File: config.mk
export PLATFORM = sky130hd
export DESIGN_NAME = lpm_ctrl
export DESIGN_NICKNAME = d
export VERILOG_FILES = /design/src/rtl/lpm_ctrl.v
export VERILOG_INCLUDE_DIRS = /design/src /design/src/rtl
export SDC_FILE = /design/constraint.sdc
export NUM_CORES = 1
export LEC_CHECK = 0
export ABC_AREA = 0
export ABC_CLOCK_PERIOD_IN_PS = 2400
export BUFFER_PORTS_ARGS = -buffer_cell sky130_fd_sc_hd__buf_2
export CAP_MARGIN = 20
export CORE_UTILIZATION = 38
export CTS_CLUSTER_SIZE = 24
export DETAILED_ROUTE_END_ITERATION = 16
export SYNTH_ARGS = -nofsm -noshare
export SYNTH_HDL_FRONTEND = slang
export SYNTH_SLANG_ARGS = --single-unit
File: constraint.sdc
create_clock -name clk_in -period 2.4 [get_ports clk_in]
set_input_delay 0.24 -clock clk_in [delete_from_list [all_inputs] [get_ports clk_in]]
set_output_delay 0.24 -clock clk_in [all_outputs]
set_load 0.01 [all_outputs]
File: src/rtl/lpm_consts.vh
// Constants of the LED charge-pump mode and gain controller.
// Assumes a 40 MHz system clock and 8-bit register addresses.
`ifndef LPM_CONSTS_VH
`define LPM_CONSTS_VH

// ****************************************
// Timing
// ****************************************
`define LPM_CLK_PERIOD_NS   25
`define LPM_SETTLE_NS       100000
`define LPM_RST_FILTER_NS   50000
`define LPM_CNT_W           12

// ****************************************
// Register offsets
// ****************************************
`define LPM_ADDR_STATUS     8'h00
`define LPM_ADDR_MODE       8'h01
`define LPM_ADDR_LEVEL      8'h04
`define LPM_ADDR_SINK_EN    8'h05
`define LPM_ADDR_DAY_MAX    8'h09
`define LPM_ADDR_DAY_DIM    8'h0a
`define LPM_ADDR_OFF_MAX    8'h0b
`define LPM_ADDR_OFF_DIM    8'h0c
`define LPM_ADDR_DARK_MAX   8'h0d
`define LPM_ADDR_DARK_DIM   8'h0e

// ****************************************
// Field positions
// ****************************************
`define LPM_MODE_STBY_BIT   0
`define LPM_MODE_AUTO_BIT   1
`define LPM_LEVEL_LSB       0
`define LPM_LEVEL_MSB       1
`define LPM_BRIGHT_MSB      6

// ****************************************
// Brightness level codes
// ****************************************
`define LPM_LVL_DAY         2'h0
`define LPM_LVL_OFFICE      2'h1
`define LPM_LVL_DARK        2'h2

// ****************************************
// Reset values
// ****************************************
`define LPM_RST_MODE        8'h00
`define LPM_RST_LEVEL       8'h00
`define LPM_RST_SINK_EN     8'h7f
`define LPM_RST_BRIGHT      8'h00

`endif

File: src/rtl/lpm_ctrl.v
// Mode, pump gain and brightness-level control of a charge-pump LED driver.
// Registers arrive as decoded serial-bus byte accesses; the analog pump,
// headroom comparators and ambient light logic sit outside.
`timescale 1ns/1ps
`include "lpm_consts.vh"

// Operation
// Start-up puts the pump in unity gain before any gain increase.
// Any enabled sink below 200 mV headroom steps gain up one level.
// Wait 100 us settling after each gain change before deciding again.
// Lower gain when all sinks exceed the internal upper headroom threshold.
// Only enabled sinks take part in gain decisions.
// Unity connects input directly; 1.5x charges series, discharges parallel.
// 2x charges both capacitors in parallel, discharges parallel, alternating.
// Faults open every pump switch, isolating output from input.
// Soft start runs after lockout release, fault or standby recovery.
// Soft start done enters unity gain, then automatic gain selection.
// Standby-release bit set to 1 puts the device in active mode.
// Standby when release bit is 0 or reset pin low too long.
// Leaving shutdown resets all registers and lands in standby.
// Reset pin low holds standby, defaults, and no acknowledge.
// After reset pin release, defaults stay, standby stays, accesses acknowledged.
// Reset pin passes a 50 us filter; must stay low throughout.
// Level 00 uses daylight max 0x09 and dim 0x0a.
// Level 01 uses office max 0x0b and dim 0x0c.
// Level 10 uses dark max 0x0d and dim 0x0e.
// Host writes level; ambient logic updates it when auto enable set.
// Maximum and dim settings are 7-bit codes, 128 levels.
// Gain reductions also step once and respect the settling interval.
module lpm_ctrl #(
	parameter SINKS = 7
) (
	input  wire             clk_in,
	input  wire             sys_rst_in,
	input  wire             clk_en_in,
	input  wire             undervoltage_lockout_in,
	input  wire             fault_in,
	input  wire             hw_reset_low_pin_in,
	input  wire             ss_reached_in,
	input  wire [SINKS-1:0] sink_low_hr_in,
	input  wire [SINKS-1:0] sink_high_hr_in,
	input  wire [1:0]       ambient_level_in,
	input  wire             reg_wr_in,
	input  wire             reg_rd_in,
	input  wire [7:0]       reg_addr_in,
	input  wire [7:0]       reg_wdata_in,
	output reg  [7:0]       reg_rdata_out,
	output reg              reg_ack_out,
	output reg              active_out,
	output reg              soft_start_out,
	output reg  [2:0]       gain_out,
	output reg              sw_direct_out,
	output reg              sw_chg_series_out,
	output reg              sw_chg_parallel_out,
	output reg              sw_dis_parallel_out,
	output reg  [6:0]       bl_max_out,
	output reg  [6:0]       bl_dim_out
);

	// ****************************************
	// Timing counts
	// ****************************************
	localparam integer SETTLE_RAW =
		(`LPM_SETTLE_NS + `LPM_CLK_PERIOD_NS - 1) / `LPM_CLK_PERIOD_NS;
	localparam integer FILTER_RAW =
		(`LPM_RST_FILTER_NS + `LPM_CLK_PERIOD_NS - 1) / `LPM_CLK_PERIOD_NS;
	// Cut to the counter width on purpose; both counts fit in it
	localparam [`LPM_CNT_W-1:0] SETTLE_CYC = SETTLE_RAW[`LPM_CNT_W-1:0];
	localparam [`LPM_CNT_W-1:0] FILTER_CYC = FILTER_RAW[`LPM_CNT_W-1:0];

	// ****************************************
	// Pump states, one-hot
	// ****************************************
	localparam [4:0] ST_OFF = 5'h01;
	localparam [4:0] ST_SS  = 5'h02;
	localparam [4:0] ST_G1  = 5'h04;
	localparam [4:0] ST_G15 = 5'h08;
	localparam [4:0] ST_G2  = 5'h10;

	// ****************************************
	// Register decode
	// ****************************************
	function [7:0] addr_sel;
		input [7:0] addr;
		begin
			case (addr)
				`LPM_ADDR_MODE:     addr_sel = 8'h01;
				`LPM_ADDR_LEVEL:    addr_sel = 8'h02;
				`LPM_ADDR_SINK_EN:  addr_sel = 8'h04;
				`LPM_ADDR_DAY_MAX:  addr_sel = 8'h08;
				`LPM_ADDR_DAY_DIM:  addr_sel = 8'h10;
				`LPM_ADDR_OFF_MAX:  addr_sel = 8'h20;
				`LPM_ADDR_OFF_DIM:  addr_sel = 8'h40;
				`LPM_ADDR_DARK_MAX: addr_sel = 8'h80;
				default:            addr_sel = 8'h00;
			endcase
		end
	endfunction

	// ****************************************
	// Brightness level pick
	// ****************************************
	function [`LPM_BRIGHT_MSB:0] level_pick;
		input [1:0] lvl;
		input [7:0] day;
		input [7:0] office;
		input [7:0] dark;
		begin
			case (lvl)
				`LPM_LVL_OFFICE: level_pick = office[`LPM_BRIGHT_MSB:0];
				`LPM_LVL_DARK:   level_pick = dark[`LPM_BRIGHT_MSB:0];
				default:         level_pick = day[`LPM_BRIGHT_MSB:0];
			endcase
		end
	endfunction

	// ****************************************
	// State
	// ****************************************
	reg  [7:0]            mode_control_reg_r;
	reg  [7:0]            level_cfg_r;
	reg  [7:0]            sink_en_r;
	reg  [7:0]            day_max_r;
	reg  [7:0]            day_dim_r;
	reg  [7:0]            off_max_r;
	reg  [7:0]            off_dim_r;
	reg  [7:0]            dark_max_r;
	reg  [7:0]            dark_dim_r;
	reg  [`LPM_CNT_W-1:0] filt_cnt_r;
	reg                   rst_filt_r;
	reg  [`LPM_CNT_W-1:0] settle_cnt_r;
	reg  [`LPM_CNT_W-1:0] settle_cnt_nxt;
	reg  [4:0]            state_r;
	reg  [4:0]            state_nxt;
	reg                   phase_r;

	wire       reg_clr;
	wire       standby_release_bit;
	wire       ambient_auto_level_enable;
	wire [1:0] brightness_level_select;
	wire       go_active;
	wire       any_low;
	wire       all_high;
	wire [7:0] wsel;
	wire       acc_ok;
	wire       settled;
	wire       pumping;

	// Shutdown exit or a filtered reset pin returns every register to default
	assign reg_clr = sys_rst_in | (clk_en_in & (undervoltage_lockout_in | rst_filt_r));
	assign standby_release_bit = mode_control_reg_r[`LPM_MODE_STBY_BIT];
	assign ambient_auto_level_enable = mode_control_reg_r[`LPM_MODE_AUTO_BIT];
	assign brightness_level_select = level_cfg_r[`LPM_LEVEL_MSB:`LPM_LEVEL_LSB];
	assign go_active = standby_release_bit & ~rst_filt_r & ~undervoltage_lockout_in;
	assign any_low  = |(sink_low_hr_in & sink_en_r[SINKS-1:0]);
	assign all_high = &(sink_high_hr_in | ~sink_en_r[SINKS-1:0]);
	assign acc_ok = ~rst_filt_r;
	assign wsel = (reg_wr_in & acc_ok) ? addr_sel(reg_addr_in) : 8'h00;
	assign settled = (settle_cnt_r == {`LPM_CNT_W{1'b0}});
	// Charge and discharge phases alternate only in the boosting gains
	assign pumping = state_nxt[3] | state_nxt[4];

	// ****************************************
	// Reset pin noise filter
	// ****************************************
	always @(posedge clk_in) begin
		if (sys_rst_in) begin
			filt_cnt_r <= {`LPM_CNT_W{1'b0}};
			rst_filt_r <= 1'b0;
		end else if (clk_en_in) begin
			if (hw_reset_low_pin_in) begin
				filt_cnt_r <= {`LPM_CNT_W{1'b0}};
				rst_filt_r <= 1'b0;
			end else if (filt_cnt_r != FILTER_CYC) begin
				filt_cnt_r <= filt_cnt_r + 1'b1;
			end else begin
				rst_filt_r <= 1'b1;
			end
		end
	end

	// ****************************************
	// Register file
	// ****************************************
	always @(posedge clk_in) begin
		if (reg_clr) begin
			mode_control_reg_r <= `LPM_RST_MODE;
			level_cfg_r        <= `LPM_RST_LEVEL;
			sink_en_r          <= `LPM_RST_SINK_EN;
			day_max_r          <= `LPM_RST_BRIGHT;
			day_dim_r          <= `LPM_RST_BRIGHT;
			off_max_r          <= `LPM_RST_BRIGHT;
			off_dim_r          <= `LPM_RST_BRIGHT;
			dark_max_r         <= `LPM_RST_BRIGHT;
			dark_dim_r         <= `LPM_RST_BRIGHT;
		end else if (clk_en_in) begin
			if (wsel[0]) begin
				mode_control_reg_r <= reg_wdata_in;
			end
			if (ambient_auto_level_enable) begin
				level_cfg_r[`LPM_LEVEL_MSB:`LPM_LEVEL_LSB] <= ambient_level_in;
			end else if (wsel[1]) begin
				level_cfg_r <= reg_wdata_in;
			end
			if (wsel[2]) begin
				sink_en_r <= reg_wdata_in;
			end
			if (wsel[3]) begin
				day_max_r <= reg_wdata_in;
			end
			if (wsel[4]) begin
				day_dim_r <= reg_wdata_in;
			end
			if (wsel[5]) begin
				off_max_r <= reg_wdata_in;
			end
			if (wsel[6]) begin
				off_dim_r <= reg_wdata_in;
			end
			if (wsel[7]) begin
				dark_max_r <= reg_wdata_in;
			end
			if (reg_wr_in & acc_ok & (reg_addr_in == `LPM_ADDR_DARK_DIM)) begin
				dark_dim_r <= reg_wdata_in;
			end
		end
	end

	// ****************************************
	// Pump state machine
	// ****************************************
	always @* begin
		state_nxt = state_r;
		settle_cnt_nxt = (settle_cnt_r != {`LPM_CNT_W{1'b0}}) ?
			settle_cnt_r - 1'b1 : settle_cnt_r;
		case (state_r)
			ST_OFF: begin
				if (go_active & ~fault_in) begin
					state_nxt = ST_SS;
				end
			end
			ST_SS: begin
				if (ss_reached_in) begin
					state_nxt = ST_G1;
					settle_cnt_nxt = SETTLE_CYC;
				end
			end
			ST_G1: begin
				if (settled && any_low) begin
					state_nxt = ST_G15;
					settle_cnt_nxt = SETTLE_CYC;
				end
			end
			ST_G15: begin
				if (settled) begin
					if (any_low) begin
						state_nxt = ST_G2;
						settle_cnt_nxt = SETTLE_CYC;
					end else if (all_high) begin
						state_nxt = ST_G1;
						settle_cnt_nxt = SETTLE_CYC;
					end
				end
			end
			ST_G2: begin
				if (settled && all_high && ~any_low) begin
					state_nxt = ST_G15;
					settle_cnt_nxt = SETTLE_CYC;
				end
			end
			default: begin
				state_nxt = ST_OFF;
			end
		endcase
		// Standby, shutdown or fault drops to isolation from any state
		if (~go_active | fault_in) begin
			state_nxt = ST_OFF;
			settle_cnt_nxt = {`LPM_CNT_W{1'b0}};
		end
	end

	always @(posedge clk_in) begin
		if (sys_rst_in) begin
			state_r      <= ST_OFF;
			settle_cnt_r <= {`LPM_CNT_W{1'b0}};
			phase_r      <= 1'b0;
		end else if (clk_en_in) begin
			state_r      <= state_nxt;
			settle_cnt_r <= settle_cnt_nxt;
			phase_r      <= ~phase_r & pumping;
		end
	end

	// ****************************************
	// Outputs
	// ****************************************
	always @(posedge clk_in) begin
		if (sys_rst_in) begin
			reg_rdata_out       <= 8'h00;
			reg_ack_out         <= 1'b0;
			active_out          <= 1'b0;
			soft_start_out      <= 1'b0;
			gain_out            <= 3'h0;
			sw_direct_out       <= 1'b0;
			sw_chg_series_out   <= 1'b0;
			sw_chg_parallel_out <= 1'b0;
			sw_dis_parallel_out <= 1'b0;
			bl_max_out          <= 7'h00;
			bl_dim_out          <= 7'h00;
		end else if (clk_en_in) begin
			reg_ack_out <= (reg_wr_in | reg_rd_in) & acc_ok;
			if (reg_rd_in & acc_ok) begin
				case (reg_addr_in)
					`LPM_ADDR_STATUS:   reg_rdata_out <= {go_active, state_r, 2'h0};
					`LPM_ADDR_MODE:     reg_rdata_out <= mode_control_reg_r;
					`LPM_ADDR_LEVEL:    reg_rdata_out <= level_cfg_r;
					`LPM_ADDR_SINK_EN:  reg_rdata_out <= sink_en_r;
					`LPM_ADDR_DAY_MAX:  reg_rdata_out <= day_max_r;
					`LPM_ADDR_DAY_DIM:  reg_rdata_out <= day_dim_r;
					`LPM_ADDR_OFF_MAX:  reg_rdata_out <= off_max_r;
					`LPM_ADDR_OFF_DIM:  reg_rdata_out <= off_dim_r;
					`LPM_ADDR_DARK_MAX: reg_rdata_out <= dark_max_r;
					`LPM_ADDR_DARK_DIM: reg_rdata_out <= dark_dim_r;
					default:            reg_rdata_out <= 8'h00;
				endcase
			end else begin
				reg_rdata_out <= 8'h00;
			end
			active_out     <= go_active;
			soft_start_out <= state_nxt[1];
			gain_out       <= state_nxt[4:2];
			// Switch network per gain and phase; all open when off or soft start
			sw_direct_out       <= state_nxt[2];
			sw_chg_series_out   <= state_nxt[3] & ~phase_r;
			sw_chg_parallel_out <= state_nxt[4] & ~phase_r;
			sw_dis_parallel_out <= pumping & phase_r;
			bl_max_out <= level_pick(brightness_level_select,
				day_max_r, off_max_r, dark_max_r);
			bl_dim_out <= level_pick(brightness_level_select,
				day_dim_r, off_dim_r, dark_dim_r);
		end
	end

endmodule // lpm_ctrl

==> results.md <==
Outcome
• run status: finished, final reports clean

Floorplan
• starting density of the core: 0.387
• Chip Width: 134 µm
• die area: 18,100 µm²
• number of primary I/O pins: 73
• core area: 17,200 µm²
• height of the die: 134 µm
• number of core rows: 48

Placement
• standard cell area after detailed placement: 7400 µm²
• HPWL Detailed: 13.1 mm
• GP Congestion: 0.854
• count of buffers from port buffering: 72

Setup path
• capturing element type of the critical path: flop
• data required time at the worst endpoint: 2.71 ns
• worst path arrival time: 2.54 ns
• Worst Path Class, Setup: reg -> reg
• startpoint type of the worst setup path: flop
• worst-path fanout max: 10

Job
• maximum capacitance violations: 0

Timing
• hold violation count in the final report: 0
• max-slew violations: 0
• final number of setup-violating endpoints: 0
• Highest Clock Rate: 0.449 GHz
• worst slew margin relative to its limit: 0.607
• setup TNS: 0 ns
• Final Cycle Share: 0.928
• shortest clock period the worst path allows after layout: 2.23 ns
• worst-margin pin slew: 0.588 ns
• Max Clock Skew: 0.00870 ns

Synthesis
• share of the yosys chip area belonging to registers: 0.391
• average instance area after synthesis: 8.53 µm²
• main flop type after synthesis: sky130_fd_sc_hd__dfxtp_1
• nets in the synthesized netlist: 828
• count of different cell masters after synthesis: 66
• Post-synth ARST share: 0
• Post-Syn Area: 6660 µm²
• Post-synth EDFFs: 0
• cell count after synthesis: 781
• cells taking the most area after synthesis: sky130_fd_sc_hd__dfxtp_1, sky130_fd_sc_hd__mux2i_1, sky130_fd_sc_hd__nor2_1, sky130_fd_sc_hd__nand2_1, sky130_fd_sc_hd__o21ai_0
• count of synthesis-stage warnings from yosys: 0
• top-area cell type share of the netlist area: 0.391
• post-synthesis register bit count: 130
• top cell type by total area after synthesis: sky130_fd_sc_hd__dfxtp_1
• cell with the most instances after synthesis: sky130_fd_sc_hd__dfxtp_1
• commonest cells in the netlist: sky130_fd_sc_hd__dfxtp_1, sky130_fd_sc_hd__nor2_1, sky130_fd_sc_hd__mux2i_1

Layout
• core utilization of the finished layout: 0.464
• multi-input combinational cell area: 3770 µm²
• footprint of the flip-flops and latches: 2600 µm²
• synthesis-to-layout area growth: 20.0%
• share of post-route cells with drive strength above 1: 0.199
• Nets: 907
• final-layout fill cell count: 1,718
• diodes inserted: 0
• design area: 7990 µm²

Route
• routed wire length per instance: 16.4 µm
• Vias/cell: 5.32
• routed vias: 5,836
• number of DRC violations after detailed-routing iteration 0: 454
• router iterations before antenna repair: 5
• remaining routing DRC violations: 0
• antenna-violating nets left: 0
• final wirelength: 18.0 mm

GRT
• first-pass GRT wire length: 28.9 mm
• number of global-route vias before repair: 5,622
• largest net degree at the start of global routing: 60
• antenna violations before repair: 0
• total routing resource utilization after global routing: 0.208
• remaining global-route overflow: 0

Hold path
• worst hold path class: in -> reg

Clock tree
• Worst-path clk slew: 0.06 ns
• CTS H-tree depth: 4
• Max clock buf depth: 2
• CTS tree: built
• Clock Latency Late Sink: 0.43 ns
• Clock Sink Count: 130
• master cell of the clock root buffer: sky130_fd_sc_hd__clkbuf_16
• CTS buffer count: 17

Power
• power density relative to cell area: 629 nW/µm²
• Max IR drop VDD: 0.471 mV
• Static Leakage: 3.15 nW

-- cells by family (layout without fill, tap and decap cells) --
group | Yosys count | in the layout | synth area share
flops | 130 | 130 | 0.391
xor+xnor | 9 | 9 | 0.0118
mux | 96 | 96 | 0.144
fa+ha+maj | 6 | 6 | 0.0113
buf+inv | 73 | 165 | 0.0460
compound gates | 152 | 152 | 0.153
simple gates | 315 | 315 | 0.243
-- worst paths after layout --
path	startpoint	end	slack (ns)	cells past startpoint
min	sys_rst_in	reg_rdata_out[6]	0.11	2
max	settle_cnt_r[0]	settle_cnt_r[2]	0.17	9
max reg2reg	settle_cnt_r[0]	settle_cnt_r[2]	0.17	9
min reg2reg	sink_en_r[7]	sink_en_r[7]	0.46	2
-- routing by layer --
| layer | GRT usage | vias up | wire [µm] |
|---|---|---|---|
| li1 | - | 2932 | - |
| met1 | 0.252 | 2790 | 8060 |
| met2 | 0.367 | 98 | 9190 |
| met3 | 0.0412 | 16 | 584 |
| met4 | 0.0674 | 0 | 201 |
| met5 | 0 | - | 0 |
-- cell usage in the layout, fill, tap and decap left out, types with 5 or more instances in the layout --
master,count
sky130_fd_sc_hd__dfxtp_1,130
sky130_fd_sc_hd__nor2_1,121
sky130_fd_sc_hd__mux2i_1,96
sky130_fd_sc_hd__buf_2,72
sky130_fd_sc_hd__nand2_1,69
sky130_fd_sc_hd__o21ai_0,40
sky130_fd_sc_hd__buf_4,38
sky130_fd_sc_hd__a21oi_1,30
sky130_fd_sc_hd__nand3_1,24
sky130_fd_sc_hd__a22oi_1,23
sky130_fd_sc_hd__inv_1,21
sky130_fd_sc_hd__nand2b_1,17
sky130_fd_sc_hd__clkbuf_16,17
sky130_fd_sc_hd__nor2b_1,15
sky130_fd_sc_hd__a31oi_1,10
sky130_fd_sc_hd__and3_1,9
sky130_fd_sc_hd__a222oi_1,7
sky130_fd_sc_hd__o21a_1,6
sky130_fd_sc_hd__nand4_1,6
sky130_fd_sc_hd__nor3_1,6
sky130_fd_sc_hd__xor2_1,6
sky130_fd_sc_hd__ha_1,6
sky130_fd_sc_hd__clkinv_4,6
sky130_fd_sc_hd__o221a_2,5
sky130_fd_sc_hd__or3_1,5
sky130_fd_sc_hd__inv_6,5
-- per-stage QoR --
stage / hold WS (ns) / setup slack [ns] / std cells / power [mW]
after detailed placement: 0.452 / 0.141 / 1065 / 2.54
after global routing: 0.121 / -0.0113 / 1098 / 5.22
final: 0.111 / 0.173 / 1098 / 5.03
after global placement: 0.452 / 0.255 / 1065 / 2.54
after CTS: 0.0994 / 0.133 / 1097 / 5.08
after floorplan: 0.436 / 0.428 / 781 / 2.43
-- flip-flops by register name (all words and copies together), names as in the netlist, 5 cells and up --
signal,cells
settle_cnt_r,12
off_dim_r,8
bl_dim_out,7
day_max_r,8
mode_control_reg_r,8
dark_max_r,8
dark_dim_r,8
day_dim_r,8
state_r,5
filt_cnt_r,12
off_max_r,8
level_cfg_r,8
reg_rdata_out,8
bl_max_out,7
sink_en_r,8
-- worst max-delay path: stages, from the launching register on --
cell	delay (ns)
sky130_fd_sc_hd__dfxtp_1	0.35
sky130_fd_sc_hd__inv_1	0.12
sky130_fd_sc_hd__ha_1	0.18
sky130_fd_sc_hd__nor4b_4	0.25
sky130_fd_sc_hd__and4_2	0.31
sky130_fd_sc_hd__nand3_1	0.14
sky130_fd_sc_hd__o211ai_2	0.29
sky130_fd_sc_hd__nand3b_4	0.18
sky130_fd_sc_hd__a31oi_1	0.21
sky130_fd_sc_hd__o22ai_1	0.09
-- cell type report --
cell class / instances / share of cell area
Inverter: 21 / 0.00986
Multi-Input combinational cell: 578 / 0.472
Clock buffer: 17 / 0.0532
Timing Repair Buffer: 112 / 0.0858
Clock inverter: 15 / 0.0188
Sequential cell: 130 / 0.326
Tap cell: 225 / 0.0352
-- what timing repair did --
item                                    CTS  global route
endpoints found under the setup margin    0             8
hold buffers                              0             0
hold endpoints to repair                  0             0
resized for setup                         0             3
setup buffers                             0             1
-- power breakdown --
group	internal [mW]	switching [mW]	leakage, nW
Clock	1.45	1.07	0.281
Sequential	2.17	0.00908	1.05
Combinational	0.123	0.202	1.82
Total	3.74	1.29	3.15
(Power assumes the default switching activity.)
